## src/include/vic_defs.vh

```
`ifndef VIC_DEFS_VH
`define VIC_DEFS_VH

// Register indices; byte address is four times the index
`define VIC_IDX_EXT_FLAGS 8'hA0
`define VIC_IDX_EDGE_SEL_A 8'hA4
`define VIC_IDX_EDGE_SEL_B 8'hA5
`define VIC_IDX_EN_A 8'hA8
`define VIC_IDX_EN_B 8'hA9
`define VIC_IDX_EN_C 8'hAA
`define VIC_IDX_EN_D 8'hAB
`define VIC_IDX_LVL_LOW 8'hB8
`define VIC_IDX_LVL_HIGH 8'hF8

// Reset values
`define VIC_RST_BYTE 8'h00
`define VIC_RST_SIX 6'h00
`define VIC_RST_EDGE_B 4'h0

// Field positions
`define VIC_GATE_BIT 7

// Edge select field codes
`define VIC_EDGE_NONE 2'h0
`define VIC_EDGE_RISE 2'h1
`define VIC_EDGE_FALL 2'h2
`define VIC_EDGE_BOTH 2'h3

// Vector layout
`define VIC_VEC_RESET 16'h0000
`define VIC_VEC_BASE 16'h0003
`define VIC_VEC_SHIFT 3

// Source counts
`define VIC_NUM_SRC 24
`define VIC_NUM_EXT 6
`define VIC_NUM_GRP 6

`endif

```

## src/hdl/vectored_interrupt_controller.v

```verilog
// What this block does
// - Twenty four numbered sources: six external edges, peripherals on their own numbers.
// - Served source n vectors by long call to 0003H plus eight times n.
// - Hardware reset is non-maskable, vector 0000H, untouched by software bits.
// - Global gate bit 7 of first enable register blocks all maskable requests.
// - Global gate cleared on service entry, set again on return from interrupt.
// - Source n enabled by bit n mod 6 of enable register n div 6.
// - Six groups of four sources; group g holds g, g+6, g+12, g+18.
// - Group level high bit from high priority register, low bit from low one.
// - Level 3 highest, level 0 lowest; priority registers reset to zero.
// - Simultaneous requests of different level: the higher level is served first.
// - Within one level the lowest numbered source wins.
// - Running service preempted only by a strictly higher level request.
// - Request flag set on arrival, held until accepted, then cleared automatically.
// - Requests sampled only in last instruction cycle; core then does a long call.
// - Vector low byte settled on detection; core acknowledges in next command's first cycle.
// - Service entry within 3 to 9 machine cycles of instruction end.
// - Return from interrupt restores context and hands back priority control.
// - Any enabled pending request raises wake, whatever its level.
// - Writes to enable, priority or power control registers hold off new requests.
// - Two-bit edge select per external line; all fields reset to no edge.
// - Edge code 00 none, 01 rising, 10 falling, 11 either edge.
// - External flag set on selected edge, cleared on service entry or by writing 0.
// - Writing 1 to an external flag has no effect; acknowledge clears it.
//
// Local design decision: register access over Wishbone.
`include "vic_defs.vh"

module vectored_interrupt_controller #(
  parameter NUM_SRC = 24,
  parameter NUM_EXT = 6,
  parameter NUM_GRP = 6
) (
  // Clock and reset
  input wire CLOCK_I,
  input wire RSTN_I,
  // Wishbone slave
  input wire WB_CYC_I,
  input wire WB_STB_I,
  input wire WB_WE_I,
  input wire [9:0] WB_ADR_I,
  input wire [3:0] WB_SEL_I,
  input wire [31:0] WB_DAT_I,
  output reg [31:0] WB_DAT_O,
  output reg WB_ACK_O,
  // Request sources
  input wire [NUM_EXT-1:0] EXT_LINE_I,
  input wire [NUM_SRC-NUM_EXT-1:0] PERIPH_REQ_I,
  // CPU core handshake
  input wire INSTR_LAST_I,
  input wire INT_ACK_I,
  input wire RETI_I,
  input wire POWER_CTRL_WR_I,
  output reg INT_REQ_O,
  output reg [15:0] VEC_ADDR_O,
  output reg [7:0] VECTOR_LOW_BYTE_O,
  output reg [NUM_SRC-1:0] SRC_ACK_O,
  // Power-down release
  output reg WAKE_O
);

  // Register file
  // Enable and level registers keep only their six implemented bits
  reg global_request_gate;
  reg [5:0] source_enable_a;
  reg [5:0] source_enable_b;
  reg [5:0] source_enable_c;
  reg [5:0] source_enable_d;
  reg [5:0] group_level_low;
  reg [5:0] group_level_high;
  reg [7:0] edge_sel_a;
  reg [3:0] edge_sel_b;

  // Pending flags; low six are the external event flags
  // Upper eighteen are peripheral requests, cleared only by accept
  reg [NUM_SRC-1:0] pend;

  // Service state
  // One in-service bit per level; the highest set bit rules
  reg [3:0] in_service;
  reg [4:0] win_src;
  reg [1:0] win_lvl;
  reg hold;

  // Synchroniser and edge state per external line
  // Third stage remembers the last level for edge detection
  reg [NUM_EXT-1:0] sync1;
  reg [NUM_EXT-1:0] sync2;
  reg [NUM_EXT-1:0] sync3;
  wire [NUM_EXT-1:0] edge_hit;

  // Bus decode
  // A write lands on the edge that samples ack high
  wire bus_req = WB_CYC_I & WB_STB_I;
  wire wr_fire = bus_req & WB_WE_I & WB_ACK_O & WB_SEL_I[0];
  wire [7:0] reg_idx = WB_ADR_I[9:2];
  wire [7:0] wdat = WB_DAT_I[7:0];
  wire wr_flags = wr_fire & (reg_idx == `VIC_IDX_EXT_FLAGS);
  wire wr_en_a = wr_fire & (reg_idx == `VIC_IDX_EN_A);
  wire wr_ctrl = wr_fire & ((reg_idx == `VIC_IDX_EN_A) | (reg_idx == `VIC_IDX_EN_B) |
                            (reg_idx == `VIC_IDX_EN_C) | (reg_idx == `VIC_IDX_EN_D) |
                            (reg_idx == `VIC_IDX_LVL_LOW) | (reg_idx == `VIC_IDX_LVL_HIGH));

  // Core handshake events
  // Accept needs an open request; a stray acknowledge does nothing
  wire accept = INT_ACK_I & INT_REQ_O;
  wire [NUM_SRC-1:0] en_vec;
  wire [2*NUM_SRC-1:0] src_lvl;

  // Per-source enable bit and group level
  genvar s;
  generate
    for (s = 0; s < NUM_SRC; s = s + 1) begin : g_src
      // Enable register n div 6, bit n mod 6
      if (s < 6) begin : g_ea
        assign en_vec[s] = source_enable_a[s % 6];
      end else if (s < 12) begin : g_eb
        assign en_vec[s] = source_enable_b[s % 6];
      end else if (s < 18) begin : g_ec
        assign en_vec[s] = source_enable_c[s % 6];
      end else begin : g_ed
        assign en_vec[s] = source_enable_d[s % 6];
      end
      // Level of source n is that of group n mod 6
      assign src_lvl[2*s+1:2*s] = {group_level_high[s % NUM_GRP], group_level_low[s % NUM_GRP]};
    end
  endgenerate

  // Edge detection on synchronised lines
  // A line with no edge selected never sets its flag
  genvar k;
  generate
    for (k = 0; k < NUM_EXT; k = k + 1) begin : g_ext
      wire [1:0] sel;
      wire rise;
      wire fall;
      if (k < 4) begin : g_a
        assign sel = edge_sel_a[2*k+1:2*k];
      end else begin : g_b
        assign sel = edge_sel_b[2*(k-4)+1:2*(k-4)];
      end
      assign rise = sync2[k] & ~sync3[k];
      assign fall = ~sync2[k] & sync3[k];
      // Polarity decode
      // Code 00 falls through to no edge
      assign edge_hit[k] = (sel == `VIC_EDGE_RISE) ? rise :
                           (sel == `VIC_EDGE_FALL) ? fall :
                           (sel == `VIC_EDGE_BOTH) ? (rise | fall) : 1'b0;
    end
  endgenerate

  // Two-stage synchroniser plus history stage
  // Only the second and history stages feed the detector; the first may be metastable
  always @(posedge CLOCK_I or negedge RSTN_I) begin
    if (!RSTN_I) begin
      sync1 <= {NUM_EXT{1'b0}};
      sync2 <= {NUM_EXT{1'b0}};
      sync3 <= {NUM_EXT{1'b0}};
    end else begin
      sync1 <= EXT_LINE_I;
      sync2 <= sync1;
      sync3 <= sync2;
    end
  end

  // Highest level now in service
  // Bit 0 alone still counts as level 0 in service
  reg svc_any;
  reg [1:0] svc_lvl;
  always @* begin
    svc_any = |in_service;
    svc_lvl = 2'h0;
    if (in_service[3]) begin
      svc_lvl = 2'h3;
    end else if (in_service[2]) begin
      svc_lvl = 2'h2;
    end else if (in_service[1]) begin
      svc_lvl = 2'h1;
    end
  end

  // Winner search: highest level, then lowest number
  // Scan runs downwards so the lowest number wins a tie
  // Candidates not above the running level are skipped
  reg [NUM_SRC-1:0] cand;
  reg found;
  reg [4:0] best_src;
  reg [1:0] best_lvl;
  reg [1:0] lvl_n;
  integer i;
  always @* begin
    cand = pend & en_vec & {NUM_SRC{global_request_gate}};
    found = 1'b0;
    best_src = 5'h00;
    best_lvl = 2'h0;
    lvl_n = 2'h0;
    for (i = NUM_SRC - 1; i >= 0; i = i - 1) begin
      lvl_n = src_lvl[2*i +: 2];
      if (cand[i] && (!svc_any || lvl_n > svc_lvl)) begin
        if (!found || lvl_n >= best_lvl) begin
          found = 1'b1;
          best_src = i[4:0];
          best_lvl = lvl_n;
        end
      end
    end
  end

  // Sample point: last instruction cycle, no open request, no hold-off
  wire sample = INSTR_LAST_I & found & ~INT_REQ_O & ~hold & ~wr_ctrl & ~POWER_CTRL_WR_I;
  wire [15:0] next_vec = `VIC_VEC_BASE + {8'h00, best_src, 3'b000};

  // Wishbone ack and read data
  // Unmapped indices read zero and are still acknowledged
  always @(posedge CLOCK_I or negedge RSTN_I) begin
    if (!RSTN_I) begin
      WB_ACK_O <= 1'b0;
      WB_DAT_O <= 32'h0000_0000;
    end else begin
      WB_ACK_O <= bus_req & ~WB_ACK_O;
      WB_DAT_O <= 32'h0000_0000;
      if (bus_req & ~WB_ACK_O & ~WB_WE_I) begin
        case (reg_idx)
          `VIC_IDX_EXT_FLAGS: WB_DAT_O[5:0] <= pend[5:0];
          `VIC_IDX_EDGE_SEL_A: WB_DAT_O[7:0] <= edge_sel_a;
          `VIC_IDX_EDGE_SEL_B: WB_DAT_O[3:0] <= edge_sel_b;
          `VIC_IDX_EN_A: WB_DAT_O[7:0] <= {global_request_gate, 1'b0, source_enable_a};
          `VIC_IDX_EN_B: WB_DAT_O[5:0] <= source_enable_b;
          `VIC_IDX_EN_C: WB_DAT_O[5:0] <= source_enable_c;
          `VIC_IDX_EN_D: WB_DAT_O[5:0] <= source_enable_d;
          `VIC_IDX_LVL_LOW: WB_DAT_O[5:0] <= group_level_low;
          `VIC_IDX_LVL_HIGH: WB_DAT_O[5:0] <= group_level_high;
          default: WB_DAT_O <= 32'h0000_0000;
        endcase
      end
    end
  end

  // Configuration registers written by software
  // Only lane 0 carries data; other lanes are ignored
  always @(posedge CLOCK_I or negedge RSTN_I) begin
    if (!RSTN_I) begin
      source_enable_a <= `VIC_RST_SIX;
      source_enable_b <= `VIC_RST_SIX;
      source_enable_c <= `VIC_RST_SIX;
      source_enable_d <= `VIC_RST_SIX;
      group_level_low <= `VIC_RST_SIX;
      group_level_high <= `VIC_RST_SIX;
      edge_sel_a <= `VIC_RST_BYTE;
      edge_sel_b <= `VIC_RST_EDGE_B;
    end else if (wr_fire) begin
      case (reg_idx)
        `VIC_IDX_EDGE_SEL_A: edge_sel_a <= wdat;
        `VIC_IDX_EDGE_SEL_B: edge_sel_b <= wdat[3:0];
        `VIC_IDX_EN_A: source_enable_a <= wdat[5:0];
        `VIC_IDX_EN_B: source_enable_b <= wdat[5:0];
        `VIC_IDX_EN_C: source_enable_c <= wdat[5:0];
        `VIC_IDX_EN_D: source_enable_d <= wdat[5:0];
        `VIC_IDX_LVL_LOW: group_level_low <= wdat[5:0];
        `VIC_IDX_LVL_HIGH: group_level_high <= wdat[5:0];
        default: edge_sel_b <= edge_sel_b;
      endcase
    end
  end

  // Global gate: entry clears, return sets, entry beats software
  // Nesting needs software to set the gate again inside a routine
  always @(posedge CLOCK_I or negedge RSTN_I) begin
    if (!RSTN_I) begin
      global_request_gate <= 1'b0;
    end else if (accept) begin
      global_request_gate <= 1'b0;
    end else if (RETI_I) begin
      global_request_gate <= 1'b1;
    end else if (wr_en_a) begin
      global_request_gate <= wdat[`VIC_GATE_BIT];
    end
  end

  // Pending flags; a new arrival wins over any clear
  // Software clears only external flags; writing 1 leaves them
  reg [NUM_SRC-1:0] next_pend;
  reg [NUM_SRC-1:0] arrive;
  always @* begin
    arrive = {PERIPH_REQ_I, edge_hit};
    next_pend = pend;
    if (accept) begin
      next_pend[win_src] = 1'b0;
    end
    if (wr_flags) begin
      next_pend[5:0] = next_pend[5:0] & wdat[5:0];
    end
    next_pend = next_pend | arrive;
  end

  always @(posedge CLOCK_I or negedge RSTN_I) begin
    if (!RSTN_I) begin
      pend <= {NUM_SRC{1'b0}};
    end else begin
      pend <= next_pend;
    end
  end

  // Hold-off after control writes
  // A request raised during a mask change could use stale enables
  always @(posedge CLOCK_I or negedge RSTN_I) begin
    if (!RSTN_I) begin
      hold <= 1'b0;
    end else begin
      hold <= wr_ctrl | POWER_CTRL_WR_I;
    end
  end

  // Request to core, vector and acknowledge pulses
  // Vector and winner stay frozen while the request waits
  always @(posedge CLOCK_I or negedge RSTN_I) begin
    if (!RSTN_I) begin
      INT_REQ_O <= 1'b0;
      VEC_ADDR_O <= `VIC_VEC_RESET;
      VECTOR_LOW_BYTE_O <= 8'h00;
      SRC_ACK_O <= {NUM_SRC{1'b0}};
      win_src <= 5'h00;
      win_lvl <= 2'h0;
    end else begin
      SRC_ACK_O <= {NUM_SRC{1'b0}};
      if (accept) begin
        INT_REQ_O <= 1'b0;
        SRC_ACK_O[win_src] <= 1'b1;
      end else if (sample) begin
        INT_REQ_O <= 1'b1;
        VEC_ADDR_O <= next_vec;
        VECTOR_LOW_BYTE_O <= next_vec[7:0];
        win_src <= best_src;
        win_lvl <= best_lvl;
      end
    end
  end

  // Levels in service; return releases the topmost one
  // Return and accept in one cycle: release first, then mark
  reg [3:0] next_svc;
  always @* begin
    next_svc = in_service;
    if (RETI_I) begin
      if (in_service[3]) begin
        next_svc[3] = 1'b0;
      end else if (in_service[2]) begin
        next_svc[2] = 1'b0;
      end else if (in_service[1]) begin
        next_svc[1] = 1'b0;
      end else begin
        next_svc[0] = 1'b0;
      end
    end
    if (accept) begin
      next_svc[win_lvl] = 1'b1;
    end
  end

  always @(posedge CLOCK_I or negedge RSTN_I) begin
    if (!RSTN_I) begin
      in_service <= 4'h0;
    end else begin
      in_service <= next_svc;
    end
  end

  // Wake from power-down on any enabled pending request
  // Gate ignored so a masked core still leaves power-down
  always @(posedge CLOCK_I or negedge RSTN_I) begin
    if (!RSTN_I) begin
      WAKE_O <= 1'b0;
    end else begin
      WAKE_O <= |(pend & en_vec);
    end
  end

endmodule

```

## config.mk

```make
export PLATFORM = sky130hd
export DESIGN_NAME = vectored_interrupt_controller
export DESIGN_NICKNAME = d
export VERILOG_FILES = /design/src/hdl/vectored_interrupt_controller.v
export VERILOG_INCLUDE_DIRS = /design/src /design/src/include
export SDC_FILE = /design/constraint.sdc
export NUM_CORES = 1
export LEC_CHECK = 0
export ABC_AREA = 0
export BUFFER_PORTS_ARGS = -buffer_cell sky130_fd_sc_hd__buf_4
export CAP_MARGIN = 10
export CORE_UTILIZATION = 45
export DETAILED_ROUTE_END_ITERATION = 7
export GPL_TIMING_DRIVEN = 0
export PLACE_DENSITY = 0.67
export SLEW_MARGIN = 20
export SYNTH_ARGS = -nofsm -noshare
export SYNTH_HDL_FRONTEND = slang
export SYNTH_SLANG_ARGS = --single-unit
```

## constraint.sdc

```tcl
create_clock -name CLOCK_I -period 34.8 [get_ports CLOCK_I]
set_input_delay 0 -clock CLOCK_I [delete_from_list [all_inputs] [get_ports CLOCK_I]]
set_output_delay 0 -clock CLOCK_I [all_outputs]
set_load 0.005 [all_outputs]
```

==> results.cfg, run 1 <==
[cells_and_area]
fin_cells = 1397
syn2layout_area_growth_pct = 25.5
fin_util_pct = 58.4
nets = 1254
multi_input_area_um2 = 4870
drive_gt1_share_pct = 22.9
design_area_um2 = 11000
regArea_um2 = 3480
diodes = 0
n_fill_cell = 1727

[timing]
fmax_ghz = 0.0307
holdWs_ps = 39.1
tightestPinTransition_ps = 722
rsz0062_at_grt = false
maxSlewHeadroom_pct = 51.9
fin_skew_ps = 8.35
tns_ps = 0
setup_violations = 0
period_minus_slack_ps = 32580
final_max_slew_viol_count = 0
period_share_pct = 93.6
hold_viol = 0

[place]
port_buffers = 97
placed_cells = 1326
place_hpwl_um = 20400
gp_congestion = 0.949
placed_area_um2 = 10000

[synthesis]
netlist_instances = 935
synth_top_area_share_pct = 39.6
yosysSeqAreaShare_pct = 39.6
synth-edff-count = 0
yosys-top-cells-area = dfrtp_1, ha_1, mux2_2, nand2_1, buf_4
ys_dominant_reg_cell = dfrtp_1
yosys-top-cells-count = dfrtp_1, nand2_1, nor2_1, a21oi_1, ha_1
async_flop_share_pct = 100
yosysTopAreaCell = dfrtp_1
syn_area_um2 = 8790
synth_seq_cells = 139
synth_area_per_cell_um2 = 9.40
yosysUniqueCellTypes = 85
yosysMostFrequentCell = dfrtp_1
yosysWarningCount = 0

[worst_hold_path]
hold_end = WB_DAT_O[6]
min_from = WB_ADR_I[2]
whs_path_depth = 3
hp-class = primary input to flip-flop

[power_and_ir_drop]
p_leak_uw = 0.00526
p_sw_uw = 95.6
power_density_nw_per_um2 = 34.2
ir_drop_mv = 0.0331
p_seq_share_pct = 43.8
pwr-share-comb_pct = 8.1
p_int_uw = 281
clkPwrFrac_pct = 48.2
swShare_pct = 25.4

[worst_setup_path]
criticalPathCategory = flip-flop to flip-flop
r2r_end = win_src[3]
r2r_cells = 145
critical_path_peak_fanout = 10
cp-end-kind = flip-flop
ff2ff_setup_slack_ps = 2220
cpMostUsedCell = ha_1
cp_slowest_stage_delay_ps = 540
crit_slowest_cell = dfrtp_1
critPathRequiredTime_ps = 35120
crit_arrival_ps = 32900
r2r_start = group_level_low[5]
start_kind = flip-flop

[flow_run]
cap_violations = 0

[route]
dr.first_iter.drc_count = 641
firstDrtPassIters = 5
wire_per_inst_um = 19.6
drc = 0
viasPerCell = 5.67
vias = 7917
drt_wl_total_um = 27400
drtAntennaViolNets = 0

[clocking]
cts.sink_count = 139
clk_path_buf_depth = 2
htreeDepth = 4
cts-buffers-inserted = 17
cts_tree = built
root_buffer = clkbuf_16
clock_latency_ps = 430
clkTransAtPathRegs_ps = 70

[global_route]
grt_pass1_vias = 7470
grt_antenna_before_repair = 0
track_usage_pct = 28.1
grt-ovfl-total = 0
grt_max_degree = 98
grt_pass1_wl_um = 42000

[die]
die_h_um = 142
die_x_um = 142
io_pins = 162
core-area_um2 = 18900
row_count = 50
die_area_um2 = 20100
start_util_pct = 46.5

[run_status]
status = finished clean
-- logic make-up (layout without fill, tap and decap cells) --
group	Yosys count	after routing	synth area share (%)
muxes	76	76	9.55
adders and majority gates	60	60	8.30
and+or+nand+nor	317	317	18.1
buffers and inverters	114	283	6.86
DFF	139	139	39.6
other	1	34	0.0427
AOI/OAI and AO/OA	228	228	17.6
-- worst max-delay path, delay by kind of cell, from the launching register on --
family | cells | cell delay, ps
fa+ha+maj | 31 | 8850
buf+inv | 4 | 720
mux | 8 | 2870
simple gates | 40 | 6790
compound gates | 62 | 12660
flops | 1 | 540
-- per-layer routing --
layer | vias to the layer above | share of wire (%) | track usage, %
met3 | 68 | 6.4 | 3.54
met4 | 0 | 4.0 | 14.1
met5 | - | 0 | 0
met2 | 341 | 46 | 44.8
met1 | 3835 | 43 | 37.7
li1 | 3673 | - | -
-- what timing repair did --
action | 4_1_cts | 5_1_grt
endpoints found under the setup margin | 0 | 7
hold buffers | 39 | 0
resized for setup | 0 | 9
endpoints found under the hold margin | 225 | 0
buffers inserted | 0 | 0
-- flip-flops by register name, indices dropped and copies added (netlist names), 8 cells and up --
name and count:
SRC_ACK_O 24, pend 24, WB_DAT_O 8, edge_sel_a 8
-- power by group through the flow --
| stage | registers (uW) | logic, uW | clock network (uW) |
|---|---|---|---|
| after CTS | 165 | 30.3 | 185 |
| after detailed placement | 168 | 26.5 | 0 |
| after global placement | 168 | 25.8 | 0 |
| after floorplan | 168 | 13.2 | 0 |
| final | 165 | 30.4 | 182 |
| after global routing | 165 | 33.5 | 191 |
-- worst max-delay path by stage --
stage	startpoint	slack [ps]	end
6_report	group_level_low[5]	2220	win_src[3]
5_1_grt	in_service[2]	70	win_src[3]
4_1_cts	in_service[3]	1250	win_src[3]
3_5_place_dp	in_service[3]	1380	win_src[3]
3_3_place_gp	in_service[3]	1740	win_src[3]
2_1_floorplan	in_service[3]	5180	win_src[3]
-- layout by cell type, fill, tap and decap left out, drive strengths merged, types with 5 or more instances in the layout --
| master | synthesis | layout |
|---|---|---|
| buf | 49 | 147 |
| dfrtp | 139 | 139 |
| nand2 | 101 | 101 |
| nor2 | 66 | 66 |
| a21oi | 60 | 60 |
| o21ai | 53 | 53 |
| ha | 51 | 51 |
| mux2 | 50 | 50 |
| inv | 42 | 50 |
| nand2b | 49 | 49 |
| clkbuf | 23 | 40 |
| dlygate4sd3 | 0 | 39 |
| conb | 1 | 34 |
| mux2i | 25 | 25 |
| nand3 | 20 | 20 |
| o211ai | 17 | 17 |
| nor3 | 15 | 15 |
| a31oi | 11 | 11 |
| nand4 | 10 | 10 |
| nor2b | 9 | 9 |
| and3 | 9 | 9 |
| or3 | 9 | 9 |
| maj3 | 9 | 9 |
| o31ai | 8 | 8 |
| and2 | 7 | 7 |
| a22oi | 7 | 7 |
| a21boi | 7 | 7 |
| o21a | 6 | 6 |
| o221ai | 6 | 6 |
| a211oi | 5 | 5 |
-- through the flow --
step	total power, uW	worst slack (ps)
floorplan	181	5180
global placement	194	1740
detailed placement	195	1380
CTS	380	1250
global route	390	72.3
finish	377	2220
-- area by class of cell --
type / count / area share (%)
plain buffers: 72 / 4.04
clock buffers: 17 / 3.86
clock inverters: 15 / 1.59
inverters: 42 / 1.43
multi-input cells: 715 / 44.1
flip-flops and latches: 139 / 31.5
well taps: 260 / 2.95
repair buffers: 137 / 10.5
Power figures use the tool's default switching activity.
==> run 2: changes to the inputs <==
--- a/config.mk
+++ b/config.mk
@@ -9,10 +9,9 @@
 export ABC_AREA = 0
 export BUFFER_PORTS_ARGS = -buffer_cell sky130_fd_sc_hd__buf_4
 export CAP_MARGIN = 10
-export CORE_UTILIZATION = 45
+export CORE_UTILIZATION = 40
 export DETAILED_ROUTE_END_ITERATION = 7
 export GPL_TIMING_DRIVEN = 0
-export PLACE_DENSITY = 0.67
 export SLEW_MARGIN = 20
 export SYNTH_ARGS = -nofsm -noshare
 export SYNTH_HDL_FRONTEND = slang
==> constraint.sdc (replaced) <==
create_clock -name CLOCK_I -period 26.9 [get_ports CLOCK_I]
set_input_delay 0 -clock CLOCK_I [delete_from_list [all_inputs] [get_ports CLOCK_I]]
set_output_delay 0 -clock CLOCK_I [all_outputs]
set_load 0.005 [all_outputs]
==> run 2 against run 1 <==
The flow now finishes with violations (setup timing). Power up 31%. Sequential cell count unchanged. Die area up 12%. Register-to-register slack worse by 4800 ps. Non-clock buffer count up 135. Design area up 18%. Critical path depth up 3. Clock power up 29%. Clock skew up 9.6 ps. Wire length up 16%. Critical endpoint is now win_src[4]. Largest cell class unchanged. Largest power group unchanged. Highest routed layer unchanged.
==> results.cfg, run 2 (synthesis results as in run 1) <==
[worst_setup_path]
r2r_start = in_service[2]
criticalPathCategory = flip-flop to flip-flop
critical_path_peak_fanout = 6
cp-end-kind = flip-flop
ff2ff_setup_slack_ps = -2530
critPathRequiredTime_ps = 27270
crit_slowest_cell = or4_4
cp_slowest_stage_delay_ps = 560
r2r_cells = 148
r2r_end = win_src[4]
start_kind = flip-flop
crit_arrival_ps = 29800
cpMostUsedCell = nand2b_4

[timing]
setup_slack_ps = -2530
period_minus_slack_ps = 29430
holdWs_ps = 44.9
rsz0062_at_grt = true
fin_skew_ps = 18.0
hold_viol = 0
final_max_slew_viol_count = 0
tns_ps = -17010
period_share_pct = 109
maxSlewHeadroom_pct = 42.5
setup_violations = 7
fmax_ghz = 0.0340
tightestPinTransition_ps = 857

[place]
gp_congestion = 0.941
place_hpwl_um = 21200
placed_area_um2 = 10400
pre_cts_ws_ps = -3740
port_buffers = 97

[route]
viasPerCell = 5.59
dr.first_iter.drc_count = 692
drt_wl_total_um = 31700
vias = 8650
drtAntennaViolNets = 0
drc = 0
firstDrtPassIters = 8
wire_per_inst_um = 20.5

[run_status]
status = finished with violations
violations = setup timing

[die]
die_x_um = 150
die_h_um = 150
row_count = 53
start_util_pct = 41.3
core-area_um2 = 21300
die_area_um2 = 22600
io_pins = 162

[power_and_ir_drop]
ir_drop_mv = 0.0381
power_density_nw_per_um2 = 38.0
p_leak_uw = 0.00605

[clocking]
clkTransAtPathRegs_ps = 80
htreeDepth = 4
clock_latency_ps = 430
cts.sink_count = 139
root_buffer = clkbuf_16
cts_tree = built
cts-buffers-inserted = 17
clk_path_buf_depth = 2

[cells_and_area]
nets = 1389
syn2layout_area_growth_pct = 47.5
drive_gt1_share_pct = 40.3
largestRegisters = SRC_ACK_O x24, pend x24
final_cell_mix = buf_4, dfrtp_1, nand2_1
final_common_cell = buf_4
design_area_um2 = 13000

[global_route]
grt_antenna_before_repair = 1
grt_max_degree = 100
grt_pass1_wl_um = 47800
track_usage_pct = 28.5
grt_pass1_vias = 8579
grt-ovfl-total = 0

[worst_hold_path]
hp-class = primary input to async pin

[flow_run]
cap_violations = 0
## run 2: cell count changes in the layout (fill, tap and decap cells not counted), sizes merged
cell	previous run	this run
buf	147	282
clkinv	4	2
inv	50	51
clkinvlp	2	3
diode	0	1
## run 2: final cells by class
type / count / area (um2)
fillers: 1793 / 8330
multi-input cells: 715 / 5740
well taps: 275 / 344
clock inverters: 15 / 153
repair buffers: 272 / 2190
clock buffers: 17 / 425
diodes: 1 / 2.50
flip-flops and latches: 139 / 3480
inverters: 42 / 161
plain buffers: 72 / 455
## run 2: timing repair
item / in CTS / in global routing
endpoints found under the setup margin: 7 / 7
hold buffers: 39 / 0
setup buffers: 123 / 21
resized for setup: 55 / 42
hold endpoints to repair: 224 / 0
pin swaps: 79 / 61
## run 2: worst max-delay path by stage
stage                  startpoint  slack [ps]         end  cells after the start
2_1_floorplan       in_service[3]        -900  win_src[4]                    145
3_3_place_gp   group_level_low[5]       -3470  win_src[4]                    146
3_5_place_dp   group_level_low[5]       -3740  win_src[4]                    145
4_1_cts             in_service[2]       -1580  win_src[3]                    148
5_1_grt             in_service[2]       -3310  win_src[4]                    150
6_report            in_service[2]       -2530  win_src[4]                    148
## run 2: worst max-delay path: cells and delay by family (launching register included)
kind / cells / cell delay, ps
buffers and inverters: 4 / 340
adder cells (fa/ha/maj): 31 / 8240
AND/OR/NAND/NOR: 43 / 6920
AO/OA/AOI/OAI: 62 / 10760
flip-flops: 1 / 410
multiplexers: 8 / 2650
## run 2: power by group
group / switching, uW / leakage (uW) / internal (uW)
clock network: 103 / 0.000283 / 131
logic: 21.3 / 0.00404 / 23.8
registers: 2.16 / 0.00173 / 212
total: 126 / 0.00605 / 366
## run 2: stage by stage
| step | utilization, % | total power (uW) | std cells |
|---|---|---|---|
| 2_1_floorplan | - | 235 | 968 |
| 3_3_place_gp | 48.9 | 252 | 1340 |
| 3_5_place_dp | 49.1 | 253 | 1341 |
| 4_1_cts | 59.3 | 493 | 1531 |
| 5_1_grt | 60.9 | 508 | 1548 |
| 6_report | 60.9 | 493 | 1548 |
## run 2: routing by layer
metal  part of all wire [%]  track usage [%]
met1                     42             35.9
met2                     48             47.9
met3                    6.3             5.03
met4                    4.4             12.0
met5                      0                0
